==> config.mk <==
export PLATFORM = sky130hd
export DESIGN_NAME = composite_sequencer
export DESIGN_NICKNAME = d
export VERILOG_FILES = /design/src/hw/sampler_pkg.sv /design/src/hw/composite_sequencer.sv /design/src/hw/contact_debounce.sv
export VERILOG_INCLUDE_DIRS = /design/src /design/src/hw
export SDC_FILE = /design/constraint.sdc
export NUM_CORES = 1
export LEC_CHECK = 0
export ABC_AREA = 1
export BUFFER_PORTS_ARGS = -buffer_cell sky130_fd_sc_hd__buf_4
export CAP_MARGIN = 25
export CORE_MARGIN = 2
export CORE_UTILIZATION = 54
export DETAILED_ROUTE_END_ITERATION = 7
export PLACE_DENSITY = 0.75
export REMOVE_ABC_BUFFERS = 1
export SLEW_MARGIN = 20
export SYNTH_ARGS = -nofsm -noshare
export SYNTH_HDL_FRONTEND = slang
export SYNTH_HIERARCHICAL = 1
export SYNTH_SLANG_ARGS = --single-unit
==> constraint.sdc <==
create_clock -name clock -period 5.07 [get_ports clock]
set_input_delay 0.507 -clock clock [delete_from_list [all_inputs] [get_ports clock]]
set_output_delay 0.507 -clock clock [all_outputs]
set_load 0.01 [all_outputs]
==> src/hw/sampler_map.svh <==
// Purpose: named numbers of the composite sequencer
// Assumes: 100 MHz system clock
// Notes:   definitions only
`ifndef SAMPLER_MAP_SVH
`define SAMPLER_MAP_SVH

// ==========================================================
// register offsets (byte addresses, one word each)
`define ADDR_CTRL      8'h00
`define ADDR_MODE      8'h04
`define ADDR_SPB       8'h08
`define ADDR_BOTTLES   8'h0c
`define ADDR_OVERRIDE  8'h10
`define ADDR_STATUS    8'h14
`define ADDR_PROGRESS  8'h18

// ==========================================================
// field values and limits
`define CTRL_START     0
`define CTRL_ABORT     1
`define MODE_COMPOSITE 8'h0a
`define SPB_MIN        7'h01
`define SPB_MAX        7'h63
`define SPB_RESET      7'h01
`define BOTTLES_RESET  8'h18
`define HOURS_MAX      8'h63
`define MINUTES_MAX    8'h3b
`define MIN_PER_HOUR   13'h03c
`define OVR_MAX_MIN    13'h176f
`define RESP_OKAY      2'b00
`define RESP_SLVERR    2'b10

// ==========================================================
// timing
`define CLK_HZ         100000000
`define MINUTE_S       60
`define DEBOUNCE_MS    10

`endif

==> src/hw/sampler_pkg.sv <==
// Purpose: shared types of the composite sequencer
// Assumes: AXI4-Lite with 8-bit address, 32-bit data
// Notes:   numbers live in sampler_map.svh
package sampler_pkg;

  // ========================================================
  // bus carriers
  typedef struct packed {
    logic        awvalid;
    logic [7:0]  awaddr;
    logic        wvalid;
    logic [31:0] wdata;
    logic [3:0]  wstrb;
    logic        bready;
    logic        arvalid;
    logic [7:0]  araddr;
    logic        rready;
  } axiReq_t;

  typedef struct packed {
    logic        awready;
    logic        wready;
    logic        bvalid;
    logic [1:0]  bresp;
    logic        arready;
    logic        rvalid;
    logic [31:0] rdata;
    logic [1:0]  rresp;
  } axiResp_t;

  // ========================================================
  // sequencer states, gray from idle through wait, advance and draw
  typedef enum logic [1:0] {
    SEQ_IDLE    = 2'b00,
    SEQ_WAIT    = 2'b01,
    SEQ_ADVANCE = 2'b11,
    SEQ_DRAW    = 2'b10
  } seqState_t;

endpackage
==> src/hw/composite_sequencer.sv <==
// Purpose: multi-bottle composite sampling sequencer
// Assumes: pump logic on the same clock answers sampleReq
// Notes:   registers over AXI4-Lite, one access of each kind
//
// Functional notes
// RULE1 - each debounced contact closure starts one collection sequence; the code keeps one pending start for all closures during a sequence
// RULE2 - a sequence advances spout, draws, deposits, then waits again
// RULE3 - one sample per configured bottle in each sequence
// RULE4 - samples per bottle accepted only from one to ninety-nine
// RULE5 - program ends when all sets are done or a bottle is full
// RULE6 - override countdown loads and runs from program start
// RULE7 - every closure reloads the override countdown, which keeps running
// RULE8 - countdown expiry starts a sequence just like a closure
// RULE9 - expiry during a sequence is remembered and run afterwards
// RULE10 - override time given as hours and minutes, counted in minutes
// RULE11 - composite program selected by mode code ten
// RULE12 - the instrument evaluates conditions and closes the contact
// RULE13 - contact input synchronised, debounced, one pulse per closure
`timescale 1ns/1ps
`default_nettype none
`include "sampler_map.svh"

module composite_sequencer
  import sampler_pkg::*;
#(
  parameter logic [32:0] MINUTE_CYCLES =
    33'(64'(`MINUTE_S) * 64'(`CLK_HZ)),
  parameter logic [19:0] DEBOUNCE_CYCLES =
    20'(`DEBOUNCE_MS * (`CLK_HZ / 1000))
)(
  // clock and reset
  input  wire logic     clock,
  input  wire logic     rst,
  // register bus
  input  wire axiReq_t  axiReq,
  output axiResp_t      axiResp,
  // instrument and bottle sensor pins
  input  wire logic     contactIn,
  input  wire logic     bottleFullIn,
  // pump and distributor
  input  wire logic     sampleDone,
  output logic          spoutAdvance,
  output logic          sampleReq,
  output logic [7:0]    bottleSel,
  output logic          programRunning
);

  // ========================================================
  // helpers
  function automatic logic [31:0] mergeStrb(input logic [31:0] old,
      input logic [31:0] nw, input logic [3:0] strb);
    logic [31:0] r;
    r = old;
    for (int i = 0; i < 4; i++)
      if (strb[i]) r[i*8 +: 8] = nw[i*8 +: 8];
    return r;
  endfunction

  function automatic logic isMapped(input logic [7:0] a);
    return a == `ADDR_CTRL || a == `ADDR_MODE || a == `ADDR_SPB ||
           a == `ADDR_BOTTLES || a == `ADDR_OVERRIDE ||
           a == `ADDR_STATUS || a == `ADDR_PROGRESS;
  endfunction

  function automatic logic [12:0] toMinutes(input logic [7:0] hr,
      input logic [7:0] mn);
    return 13'(hr * `MIN_PER_HOUR) + 13'(mn);
  endfunction

  // ========================================================
  // declarations
  logic        awHeld_q, awHeld_d, wHeld_q, wHeld_d;
  logic [7:0]  awAddr_q, awAddr_d;
  logic [31:0] wData_q, wData_d;
  logic [3:0]  wStrb_q, wStrb_d;
  logic        bValid_q, bValid_d, rValid_q, rValid_d;
  logic [1:0]  bResp_q, bResp_d, rResp_q, rResp_d;
  logic [31:0] rData_q, rData_d;
  logic        wrFire;
  logic [7:0]  mode_q, mode_d, bottles_q, bottles_d;
  logic [6:0]  spb_q, spb_d;
  logic [7:0]  ovrHr_q, ovrHr_d, ovrMin_q, ovrMin_d;
  logic [31:0] wrVal;
  logic        modeSel, startReq, abortReq;
  seqState_t   state_q, state_d;
  logic [7:0]  bottle_q, bottle_d;
  logic [6:0]  sets_q, sets_d;
  logic        pend_q, pend_d, endFull_q, endFull_d, endDone_q, endDone_d;
  logic [32:0] pre_q, pre_d;
  logic [12:0] minLeft_q, minLeft_d, ovrLoad;
  logic        expire, running, trigPulse, stopNow;
  logic        bfSync1_q, bfSync2_q;

  // ========================================================
  // contact conditioning
  contact_debounce #(
    .DEBOUNCE_CYCLES (DEBOUNCE_CYCLES)
  ) contact_debounce_inst (
    .clock     (clock),
    .rst       (rst),
    .contactIn (contactIn),
    .trigPulse (trigPulse)
  );

  // bottle-full pin synchroniser
  always_ff @(posedge clock or posedge rst)
  begin
    if (rst)
    begin
      bfSync1_q <= 1'b0;
      bfSync2_q <= 1'b0;
    end
    else
    begin
      bfSync1_q <= bottleFullIn;
      bfSync2_q <= bfSync1_q;
    end
  end

  // ========================================================
  // bus slave: address and data taken in either order
  assign wrFire = awHeld_q && wHeld_q && !bValid_q;
  assign wrVal  = mergeStrb(32'h0, wData_q, wStrb_q);

  always_comb
  begin
    awHeld_d = awHeld_q;
    awAddr_d = awAddr_q;
    wHeld_d  = wHeld_q;
    wData_d  = wData_q;
    wStrb_d  = wStrb_q;
    bValid_d = bValid_q;
    bResp_d  = bResp_q;
    rValid_d = rValid_q;
    rResp_d  = rResp_q;
    rData_d  = rData_q;
    if (axiReq.awvalid && !awHeld_q)
    begin
      awHeld_d = 1'b1;
      awAddr_d = {axiReq.awaddr[7:2], 2'b00};
    end
    if (axiReq.wvalid && !wHeld_q)
    begin
      wHeld_d = 1'b1;
      wData_d = axiReq.wdata;
      wStrb_d = axiReq.wstrb;
    end
    if (wrFire)
    begin
      awHeld_d = 1'b0;
      wHeld_d  = 1'b0;
      bValid_d = 1'b1;
      bResp_d  = isMapped(awAddr_q) ? `RESP_OKAY : `RESP_SLVERR;
    end
    else if (bValid_q && axiReq.bready)
      bValid_d = 1'b0;
    if (axiReq.arvalid && !rValid_q)
    begin
      rValid_d = 1'b1;
      rResp_d  = isMapped({axiReq.araddr[7:2], 2'b00}) ? `RESP_OKAY
                                                       : `RESP_SLVERR;
      case ({axiReq.araddr[7:2], 2'b00})
        `ADDR_MODE:     rData_d = {24'h0, mode_q};
        `ADDR_SPB:      rData_d = {25'h0, spb_q};
        `ADDR_BOTTLES:  rData_d = {24'h0, bottles_q};
        `ADDR_OVERRIDE: rData_d = {16'h0, ovrHr_q, ovrMin_q};
        `ADDR_STATUS:   rData_d = {26'h0, modeSel, endDone_q, endFull_q,
                                   pend_q, state_q != SEQ_WAIT, running};
        `ADDR_PROGRESS: rData_d = {3'h0, minLeft_q, bottle_q, 1'b0, sets_q};
        default:        rData_d = 32'h0;
      endcase
    end
    else if (rValid_q && axiReq.rready)
      rValid_d = 1'b0;
  end

  always_ff @(posedge clock or posedge rst)
  begin
    if (rst)
    begin
      awHeld_q <= 1'b0;
      awAddr_q <= 8'h0;
      wHeld_q  <= 1'b0;
      wData_q  <= 32'h0;
      wStrb_q  <= 4'h0;
      bValid_q <= 1'b0;
      bResp_q  <= `RESP_OKAY;
      rValid_q <= 1'b0;
      rResp_q  <= `RESP_OKAY;
      rData_q  <= 32'h0;
    end
    else
    begin
      awHeld_q <= awHeld_d;
      awAddr_q <= awAddr_d;
      wHeld_q  <= wHeld_d;
      wData_q  <= wData_d;
      wStrb_q  <= wStrb_d;
      bValid_q <= bValid_d;
      bResp_q  <= bResp_d;
      rValid_q <= rValid_d;
      rResp_q  <= rResp_d;
      rData_q  <= rData_d;
    end
  end

  assign axiResp = '{awready: !awHeld_q, wready: !wHeld_q,
                     bvalid: bValid_q, bresp: bResp_q,
                     arready: !rValid_q, rvalid: rValid_q,
                     rdata: rData_q, rresp: rResp_q};

  // ========================================================
  // keypad-style configuration, frozen while a program runs
  assign modeSel  = mode_q == `MODE_COMPOSITE; // RULE11
  assign startReq = wrFire && awAddr_q == `ADDR_CTRL &&
                    wrVal[`CTRL_START] && modeSel && !running; // RULE11
  assign abortReq = wrFire && awAddr_q == `ADDR_CTRL && wrVal[`CTRL_ABORT];

  always_comb
  begin
    mode_d    = mode_q;
    spb_d     = spb_q;
    bottles_d = bottles_q;
    ovrHr_d   = ovrHr_q;
    ovrMin_d  = ovrMin_q;
    if (wrFire && !running)
    begin
      case (awAddr_q)
        `ADDR_MODE: mode_d = wrVal[7:0];
        `ADDR_SPB:
          if (wrVal[7:0] >= 8'(`SPB_MIN) && wrVal[7:0] <= 8'(`SPB_MAX))
            spb_d = wrVal[6:0]; // RULE4
        `ADDR_BOTTLES:
          if (wrVal[7:0] != 8'h0)
            bottles_d = wrVal[7:0];
        `ADDR_OVERRIDE:
          if (wrVal[15:8] <= `HOURS_MAX && wrVal[7:0] <= `MINUTES_MAX)
          begin
            ovrHr_d  = wrVal[15:8]; // RULE10
            ovrMin_d = wrVal[7:0];
          end
        default: ;
      endcase
    end
  end

  always_ff @(posedge clock or posedge rst)
  begin
    if (rst)
    begin
      mode_q    <= 8'h0;
      spb_q     <= `SPB_RESET;
      bottles_q <= `BOTTLES_RESET;
      ovrHr_q   <= 8'h0;
      ovrMin_q  <= 8'h0;
    end
    else
    begin
      mode_q    <= mode_d;
      spb_q     <= spb_d;
      bottles_q <= bottles_d;
      ovrHr_q   <= ovrHr_d;
      ovrMin_q  <= ovrMin_d;
    end
  end

  // ========================================================
  // override countdown in whole minutes; zero time disables it
  assign running = state_q != SEQ_IDLE;
  assign ovrLoad = toMinutes(ovrHr_q, ovrMin_q); // RULE10
  assign stopNow = bfSync2_q || abortReq;

  always_comb
  begin
    pre_d     = pre_q;
    minLeft_d = minLeft_q;
    expire    = 1'b0;
    if (startReq || (running && trigPulse))
    begin
      pre_d     = 33'h0; // RULE6 RULE7
      minLeft_d = ovrLoad;
    end
    else if (running && minLeft_q != 13'h0)
    begin
      if (pre_q == MINUTE_CYCLES - 33'h1)
      begin
        pre_d = 33'h0;
        if (minLeft_q == 13'h1)
        begin
          expire    = 1'b1;
          minLeft_d = ovrLoad;
        end
        else
          minLeft_d = minLeft_q - 13'h1;
      end
      else
        pre_d = pre_q + 33'h1;
    end
  end

  always_ff @(posedge clock or posedge rst)
  begin
    if (rst)
    begin
      pre_q     <= 33'h0;
      minLeft_q <= 13'h0;
    end
    else
    begin
      pre_q     <= pre_d;
      minLeft_q <= minLeft_d;
    end
  end

  // ========================================================
  // collection sequencer
  always_comb
  begin
    state_d   = state_q;
    bottle_d  = bottle_q;
    sets_d    = sets_q;
    pend_d    = pend_q;
    endFull_d = endFull_q;
    endDone_d = endDone_q;
    case (state_q)
      SEQ_IDLE:
        if (startReq)
        begin
          state_d   = SEQ_WAIT;
          bottle_d  = 8'h0;
          sets_d    = 7'h0;
          pend_d    = 1'b0;
          endFull_d = 1'b0;
          endDone_d = 1'b0;
        end
      SEQ_WAIT:
        if (pend_q || trigPulse || expire) // RULE1 RULE8
        begin
          state_d  = SEQ_ADVANCE;
          bottle_d = 8'h0;
          pend_d   = 1'b0;
        end
      SEQ_ADVANCE: state_d = SEQ_DRAW; // RULE2
      SEQ_DRAW:
        if (sampleDone)
        begin
          if (bottle_q == bottles_q - 8'h1)
          begin
            sets_d = sets_q + 7'h1;
            if (sets_q + 7'h1 == spb_q) // RULE5
            begin
              state_d   = SEQ_IDLE;
              endDone_d = 1'b1;
            end
            else
              state_d = SEQ_WAIT; // RULE2
          end
          else
          begin
            bottle_d = bottle_q + 8'h1; // RULE3
            state_d  = SEQ_ADVANCE;
          end
        end
      default: state_d = SEQ_IDLE;
    endcase
    // a trigger during a sequence is kept for afterwards
    if ((state_q == SEQ_ADVANCE || state_q == SEQ_DRAW) &&
        (trigPulse || expire))
      pend_d = 1'b1; // RULE9
    if (running && stopNow)
    begin
      state_d   = SEQ_IDLE; // RULE5
      endFull_d = bfSync2_q;
    end
  end

  always_ff @(posedge clock or posedge rst)
  begin
    if (rst)
    begin
      state_q   <= SEQ_IDLE;
      bottle_q  <= 8'h0;
      sets_q    <= 7'h0;
      pend_q    <= 1'b0;
      endFull_q <= 1'b0;
      endDone_q <= 1'b0;
    end
    else
    begin
      state_q   <= state_d;
      bottle_q  <= bottle_d;
      sets_q    <= sets_d;
      pend_q    <= pend_d;
      endFull_q <= endFull_d;
      endDone_q <= endDone_d;
    end
  end

  assign spoutAdvance   = state_q == SEQ_ADVANCE;
  assign sampleReq      = state_q == SEQ_DRAW;
  assign bottleSel      = bottle_q;
  assign programRunning = running;
endmodule // composite_sequencer
`default_nettype wire

==> src/hw/contact_debounce.sv <==
// Purpose: turn the instrument contact into one trigger pulse
// Assumes: contact closed drives contactIn high
// Notes:   pulse is one cycle, on the debounced closing edge
`timescale 1ns/1ps
`default_nettype none
`include "sampler_map.svh"

module contact_debounce
  import sampler_pkg::*;
#(
  parameter logic [19:0] DEBOUNCE_CYCLES = 20'(`DEBOUNCE_MS * (`CLK_HZ / 1000))
)(
  // clock and reset
  input  wire logic clock,
  input  wire logic rst,
  // contact pin and trigger
  input  wire logic contactIn,
  output logic      trigPulse
);

  logic        sync1_q, sync2_q;
  logic        stable_q, stable_d;
  logic [19:0] cnt_q, cnt_d;
  logic        pulse_q, pulse_d;

  // ========================================================
  // two-stage synchroniser
  always_ff @(posedge clock or posedge rst)
  begin
    if (rst)
    begin
      sync1_q <= 1'b0;
      sync2_q <= 1'b0;
    end
    else
    begin
      sync1_q <= contactIn;
      sync2_q <= sync1_q;
    end
  end

  // ========================================================
  // accept a new level only after it held for the debounce time
  always_comb
  begin
    stable_d = stable_q;
    cnt_d    = 20'h0;
    pulse_d  = 1'b0;
    if (sync2_q != stable_q)
    begin
      if (cnt_q == DEBOUNCE_CYCLES - 20'h1) // RULE13
      begin
        stable_d = sync2_q;
        pulse_d  = sync2_q; // closing edge only
      end
      else
        cnt_d = cnt_q + 20'h1;
    end
  end

  always_ff @(posedge clock or posedge rst)
  begin
    if (rst)
    begin
      stable_q <= 1'b0;
      cnt_q    <= 20'h0;
      pulse_q  <= 1'b0;
    end
    else
    begin
      stable_q <= stable_d;
      cnt_q    <= cnt_d;
      pulse_q  <= pulse_d;
    end
  end

  assign trigPulse = pulse_q;
endmodule // contact_debounce
`default_nettype wire

Yosys cells after proc, flatten, opt, wreduce, memory -nomap -nowiden
Cells that the tools add are included.
{ "word_totals": {"register_bits": 195, "input_bits": 62, "output_inout_bits": 52} }
{ "classes": {"add_sub_neg": 7, "multipliers": 1, "order_cmp": 4, "eq_ne": 34, "n_mux": 54, "n_reduce_logical": 71} }
{ "op_table": {"columns": ["operator", "n"], "rows": [
  ["$pmux 29 s6", 1],
  ["$mux 33", 3],
  ["$mux 13", 4],
  ["$mux 8", 6],
  ["$mux 20", 2],
  ["$eq 6x3->1 const B", 6],
  ["$add 33x1->33 const B", 1],
  ["$eq 33x33->1 const B", 1],
  ["$eq 6x2->1 const B", 4],
  ["$pmux 8 s3", 1],
  ["$mux 1", 23],
  ["$mux 7", 3],
  ["$add 20x1->20 const B", 1],
  ["$eq 20x20->1 const B", 1],
  ["$reduce_bool 2->1", 10],
  ["$logic_and 1x1->1", 19],
  ["$logic_or 1x1->1", 18],
  ["$le 8x7->1 const B", 2],
  ["$reduce_and 3->1", 5],
  ["$mux 2", 7],
  ["$pmux 7 s2", 1],
  ["$add 13x8->13", 1],
  ["$eq 13x1->1 const B", 1],
  ["$reduce_bool 13->1", 1],
  ["29 further kinds", 49]
]} }

Longest topological paths before layout
{ "logic_depth": {"ltp_word": 12, "mapped_depth": 18} }

Cells and area by module
The synthesis kept the hierarchy.
{ "by_module_without_submodules": {"columns": ["mod", "instances", "cells_each", "area_each_um2", "seq_area_each_um2"], "rows": [
  ["composite_sequencer", 1, 1343, 10276.1, 4157.7],
  ["contact_debounce", 1, 164, 1326.3, 600.6]
]} }

Worst setup path after synthesis
No wires, ideal clock.
{ "synth_path": {"kind": "register to register", "from": "register ovrHr_q[3]", "to": "register minLeft_q[10]", "arrival_ns": 3.323, "required_ns": 4.943, "path_slack_ns": 1.620, "path_stages_with_launch": 18, "path_buffers": 0, "path_cell_list": "dfrtp_1 -> inv_1 -> fa_1 -> fa_1 -> inv_1 -> ha_1 -> nand2_1 -> nand3_1 -> xor2_1 -> ha_1 -> a21oi_1 -> o21ai_0 -> a21oi_1 -> nor2_1 -> nand2_1 -> nand2_1 -> a21oi_1 -> o21ai_0"} }
{ "synth_between": {"elab_chain_len": 6} }
{ "synth_rtl": {"columns": ["element", "line", "text"], "rows": [
  ["start, declared", "composite_sequencer.sv:82", "logic [7:0] ovrHr_q, ovrHr_d, ovrMin_q, ovrMin_d;"],
  ["start signal, assigned", "composite_sequencer.sv:262", "ovrHr_q <= ovrHr_d;"],
  ["$mul 8x4->11 (no line) *", null, null],
  ["$add 13x8->13 *", "composite_sequencer.sv:67", "return 13'(hr * `MIN_PER_HOUR) + 13'(mn);"],
  ["$mux 13", "composite_sequencer.sv:288", "if (minLeft_q == 13'h1)"],
  ["$mux 13", "composite_sequencer.sv:285", "if (pre_q == MINUTE_CYCLES - 33'h1)"],
  ["$mux 13", "composite_sequencer.sv:283", "else if (running && minLeft_q != 13'h0)"],
  ["$mux 13 *", "composite_sequencer.sv:278", "if (startReq || (running && trigPulse))"],
  ["end signal, assigned", "composite_sequencer.sv:311", "minLeft_q <= minLeft_d;"],
  ["end, declared", "composite_sequencer.sv:90", "logic [12:0] minLeft_q, minLeft_d, ovrLoad;"]
]} }
Mark *: on every way between the ends. The rest lies on a longest branch, timed or not. The select of a mux whose other input is x is not followed.
A chain may end at the register's enable or synchronous reset.

Worst setup path in the final report
Ends and elaborated chain as after synthesis.

==> impl_results.md <==
* Outcome: finished clean
* Max cap viols at 0
* 1st-iter DRT viols at between 700 and 800
* Nature of the critical path endpoint: flop
* Buffers added on ports at between 80 and 90
* Top-area cell type share of the netlist area at 40.33%
* Clock transition at path regs at around 0.08 ns
* Setup tns final at 0 ns
* Tightest Pin Transition at 0.8024 ns
* H-tree depth at 4
* Pre-CTS setup slack at 1.309 ns
* Area delta synth->final at 12.31%
* CP delay by family, top: adder cells
* Crit-path slowest cell: fa_1
* Via count at between 10,000 and 15,000
* Cell row count at 53
* Cell Count Post-Placement at about 1,800
* Final setup vio count at 0
* Final net count at about 1,700
* Crit path kind: reg -> reg
* Final max-slew violation count at 0
* Non-filler cells, final at 1,866
* Final WL at about 28,000 µm
* CTS tree: done
* CP required at 5.40 ns
* Reg2Reg Setup Slack at 1.28 ns
* Mapped Area at 0.01160 mm²
* Area contributors post-synth: dfrtp_1 (40%), nand2_1 (13%), nor2_1 (5.4%)
* Vias in the first global route at 9,795
* N_diodes at 0
* Worst Hold Class: in -> async
* Post-Syn Area per Cell at 7.699 µm²
* Ports at roughly 110
* Cts hold-fix bufs at 0
* Ys Warns at 6
* Die height at 150.6 µm
* TritonCTS Sinks at 190
* Met3 usage at about 3.9%
* Asr flop ratio synth at 100.0%
* Setup Buffers After CTS at 0
* Routed Antenna Nets at 0
* Area leader, netlist: dfrtp_1
* Root buffer cell: clkbuf_16
* Starting Density at 55.02%
* Worst Path Max Fanout at 5
* DR vias/cell at about 5.5
* Clk buf depth at 2
* GR Layer Usage met2 at a little over two fifths
* Layout cells sized above 1 at a little over an eighth
* Core Area at 0.02109 mm²
* Placed inst area at 0.01242 mm²
* Power Total at roughly 4.8 mW
* Crit start category: flop
* Post-synth EDFFs at 0
* Largest stage delay on the critical path at just over 0.5 ns
* Busiest grt layer: met2
* Post-synthesis cell type count at 57
* Syn Inst Count at approximately 1,500
* First-pass iteration count of the detailed router at 7
* Detail Placement HPWL at about 21,000 µm
* Wire per inst at between 15 and 20 µm
* Pwr/cell area at about 360 mW/mm²
* Fin crit share at about 75%
* Seq/Total Area, Yosys at 41.01%
* Post-synth top flop: dfrtp_1
* Residual DRC at 0
* Crit path time final at 3.792 ns
* Global-route wire length before repair at approximately 48,000 µm
* Maximum VDD drop at 0.0003437 V
* Met1 usage at between 30% and 40%
* CTS buffer count at 17
* Clk_lat worst skew at ~0.45 ns
* Max_slew headroom at between 40% and 50%
* Lkg Pwr at 6.170 nW
* Tot GR Track Use at roughly a quarter
* Register bit total from synthesis at 190
* Total grt overflow at 0
* RSZ-0062 raised after global routing: false
* Worst path cell trace: inv_1, fa_1, fa_1, inv_1, ha_1, nand2_1, nand3_1, xor2_1, ha_1, a21oi_1, o21ai_0, a21oi_1, nor2_1, nand2_1, nand2_1, a21oi_1, o21ai_0
* Fill cells at 1,898
* Critical path data arrival time at between 4 and 5 ns
* Post-cts resize count at 0
* Endpoints failing hold at 0
* Placer Congestion at between 0.9 and 1
* Worst Path Buf+Inv at 2
* Final Instance Area at 0.01303 mm²
* Initial antenna violation count at 0
* Max Fclk at between 0.2 and 0.3 GHz
* Clk_skew at 0.01731 ns
* Full die area at between 0.02 and 0.025 mm²
* Final WS setup at between 1 and 1.5 ns
* Die width at around 150 µm
* Largest net degree at the start of global routing at 69
logic make-up (layout without fill, tap and decap cells):
logic type | after synthesis | in the layout | synth area share, %
AND/OR/NAND/NOR | 802 | 802 | 30.70
buffers and inverters | 211 | 291 | 7.452
flip-flops | 190 | 190 | 41.01
AO/OA/AOI/OAI | 187 | 187 | 9.307
XOR/XNOR | 54 | 54 | 4.141
adder cells (fa/ha/maj) | 40 | 40 | 5.219
multiplexers | 22 | 22 | 2.135
other | 1 | 5 | 0.03232
report_power, final:
group	total, mW	internal [mW]	switching (mW)
Sequential	1.92	1.72	0.199
Combinational	1.46	0.515	0.946
Clock	1.37	0.724	0.646
Total	4.75	2.96	1.79
metal layers:
| metal | wire length, µm | up-vias |
|---|---|---|
| met3 | 1536 | 39 |
| met4 | 443 | 0 |
| met1 | 12900 | 4870 |
| li1 | - | 5048 |
| met2 | 13560 | 303 |
| met5 | 0 | - |
registers in the layout (all words and copies together), names as in the netlist, 2 cells and up:
signal and count:
awAddr_q 6, bottleSel 8, bottles_q 8, contact_debounce_inst/cnt_q 20
minLeft_q 13, mode_q 8, ovrHr_q 8, ovrMin_q 8
pre_q 33, rData_q 29, sets_q 7, spb_q 7
state_q 2, wData_q 16, wStrb_q 2
final cells by class:
| class | count | area [µm²] | area share, % |
|---|---|---|---|
| clock buffers | 19 | 452.9 | 3.476 |
| inverters | 169 | 644.4 | 4.945 |
| flip-flops and latches | 190 | 4758 | 36.51 |
| clock inverters | 12 | 146.4 | 1.123 |
| repair buffers | 91 | 690.7 | 5.300 |
| multi-input cells | 1110 | 5995 | 46.00 |
| well taps | 275 | 344.1 | 2.640 |
worst paths after layout:
kind,start,endpoint,cells past startpoint
worst max-delay path,ovrHr_q[3]$_DFFE_PP0P_,minLeft_q[10]$_DFFE_PP0P_,17
worst min register to register,bfSync1_q$_DFF_PP0_,bfSync2_q$_DFF_PP0_,0
max in group asynchronous,rst,ovrHr_q[7]$_DFFE_PP0P_,3
worst min-delay path,rst,contact_debounce_inst/cnt_q[7]$_DFF_PP0_,2
min in group clock,bottleFullIn,bfSync1_q$_DFF_PP0_,1
worst max register to register,ovrHr_q[3]$_DFFE_PP0P_,minLeft_q[10]$_DFFE_PP0P_,17
metrics by stage:
step	hold slack, ns	util, %
after floorplan	0.3312	-
final	0.04169	61.80
after CTS	0.1505	61.72
after global routing	0.05710	61.80
after global placement	0.3366	58.88
after detailed placement	0.3426	58.88
synthesized netlist by cell type, types with 14 or more instances:
master	n
inv_1	163
mux2_2	22
dfrtp_1	187
a21oi_1	33
nand3_1	102
fa_1	14
o21ai_0	97
nand4_1	43
nor2_1	166
xnor2_1	18
o31ai_1	14
nor2_2	14
clkbuf_1	19
nor3_1	35
ha_1	26
xor2_1	35
nand2_1	395
cell usage in the layout, fill, tap and decap left out, types with 22 or more instances in the layout:
master / n
a21oi_1: 33
buf_4: 90
dfrtp_1: 187
ha_1: 26
inv_1: 161
mux2_2: 22
nand2_1: 395
nand3_1: 102
nand4_1: 43
nor2_1: 166
nor3_1: 35
o21ai_0: 97
xor2_1: 35
Power figures use the tool's default switching activity.
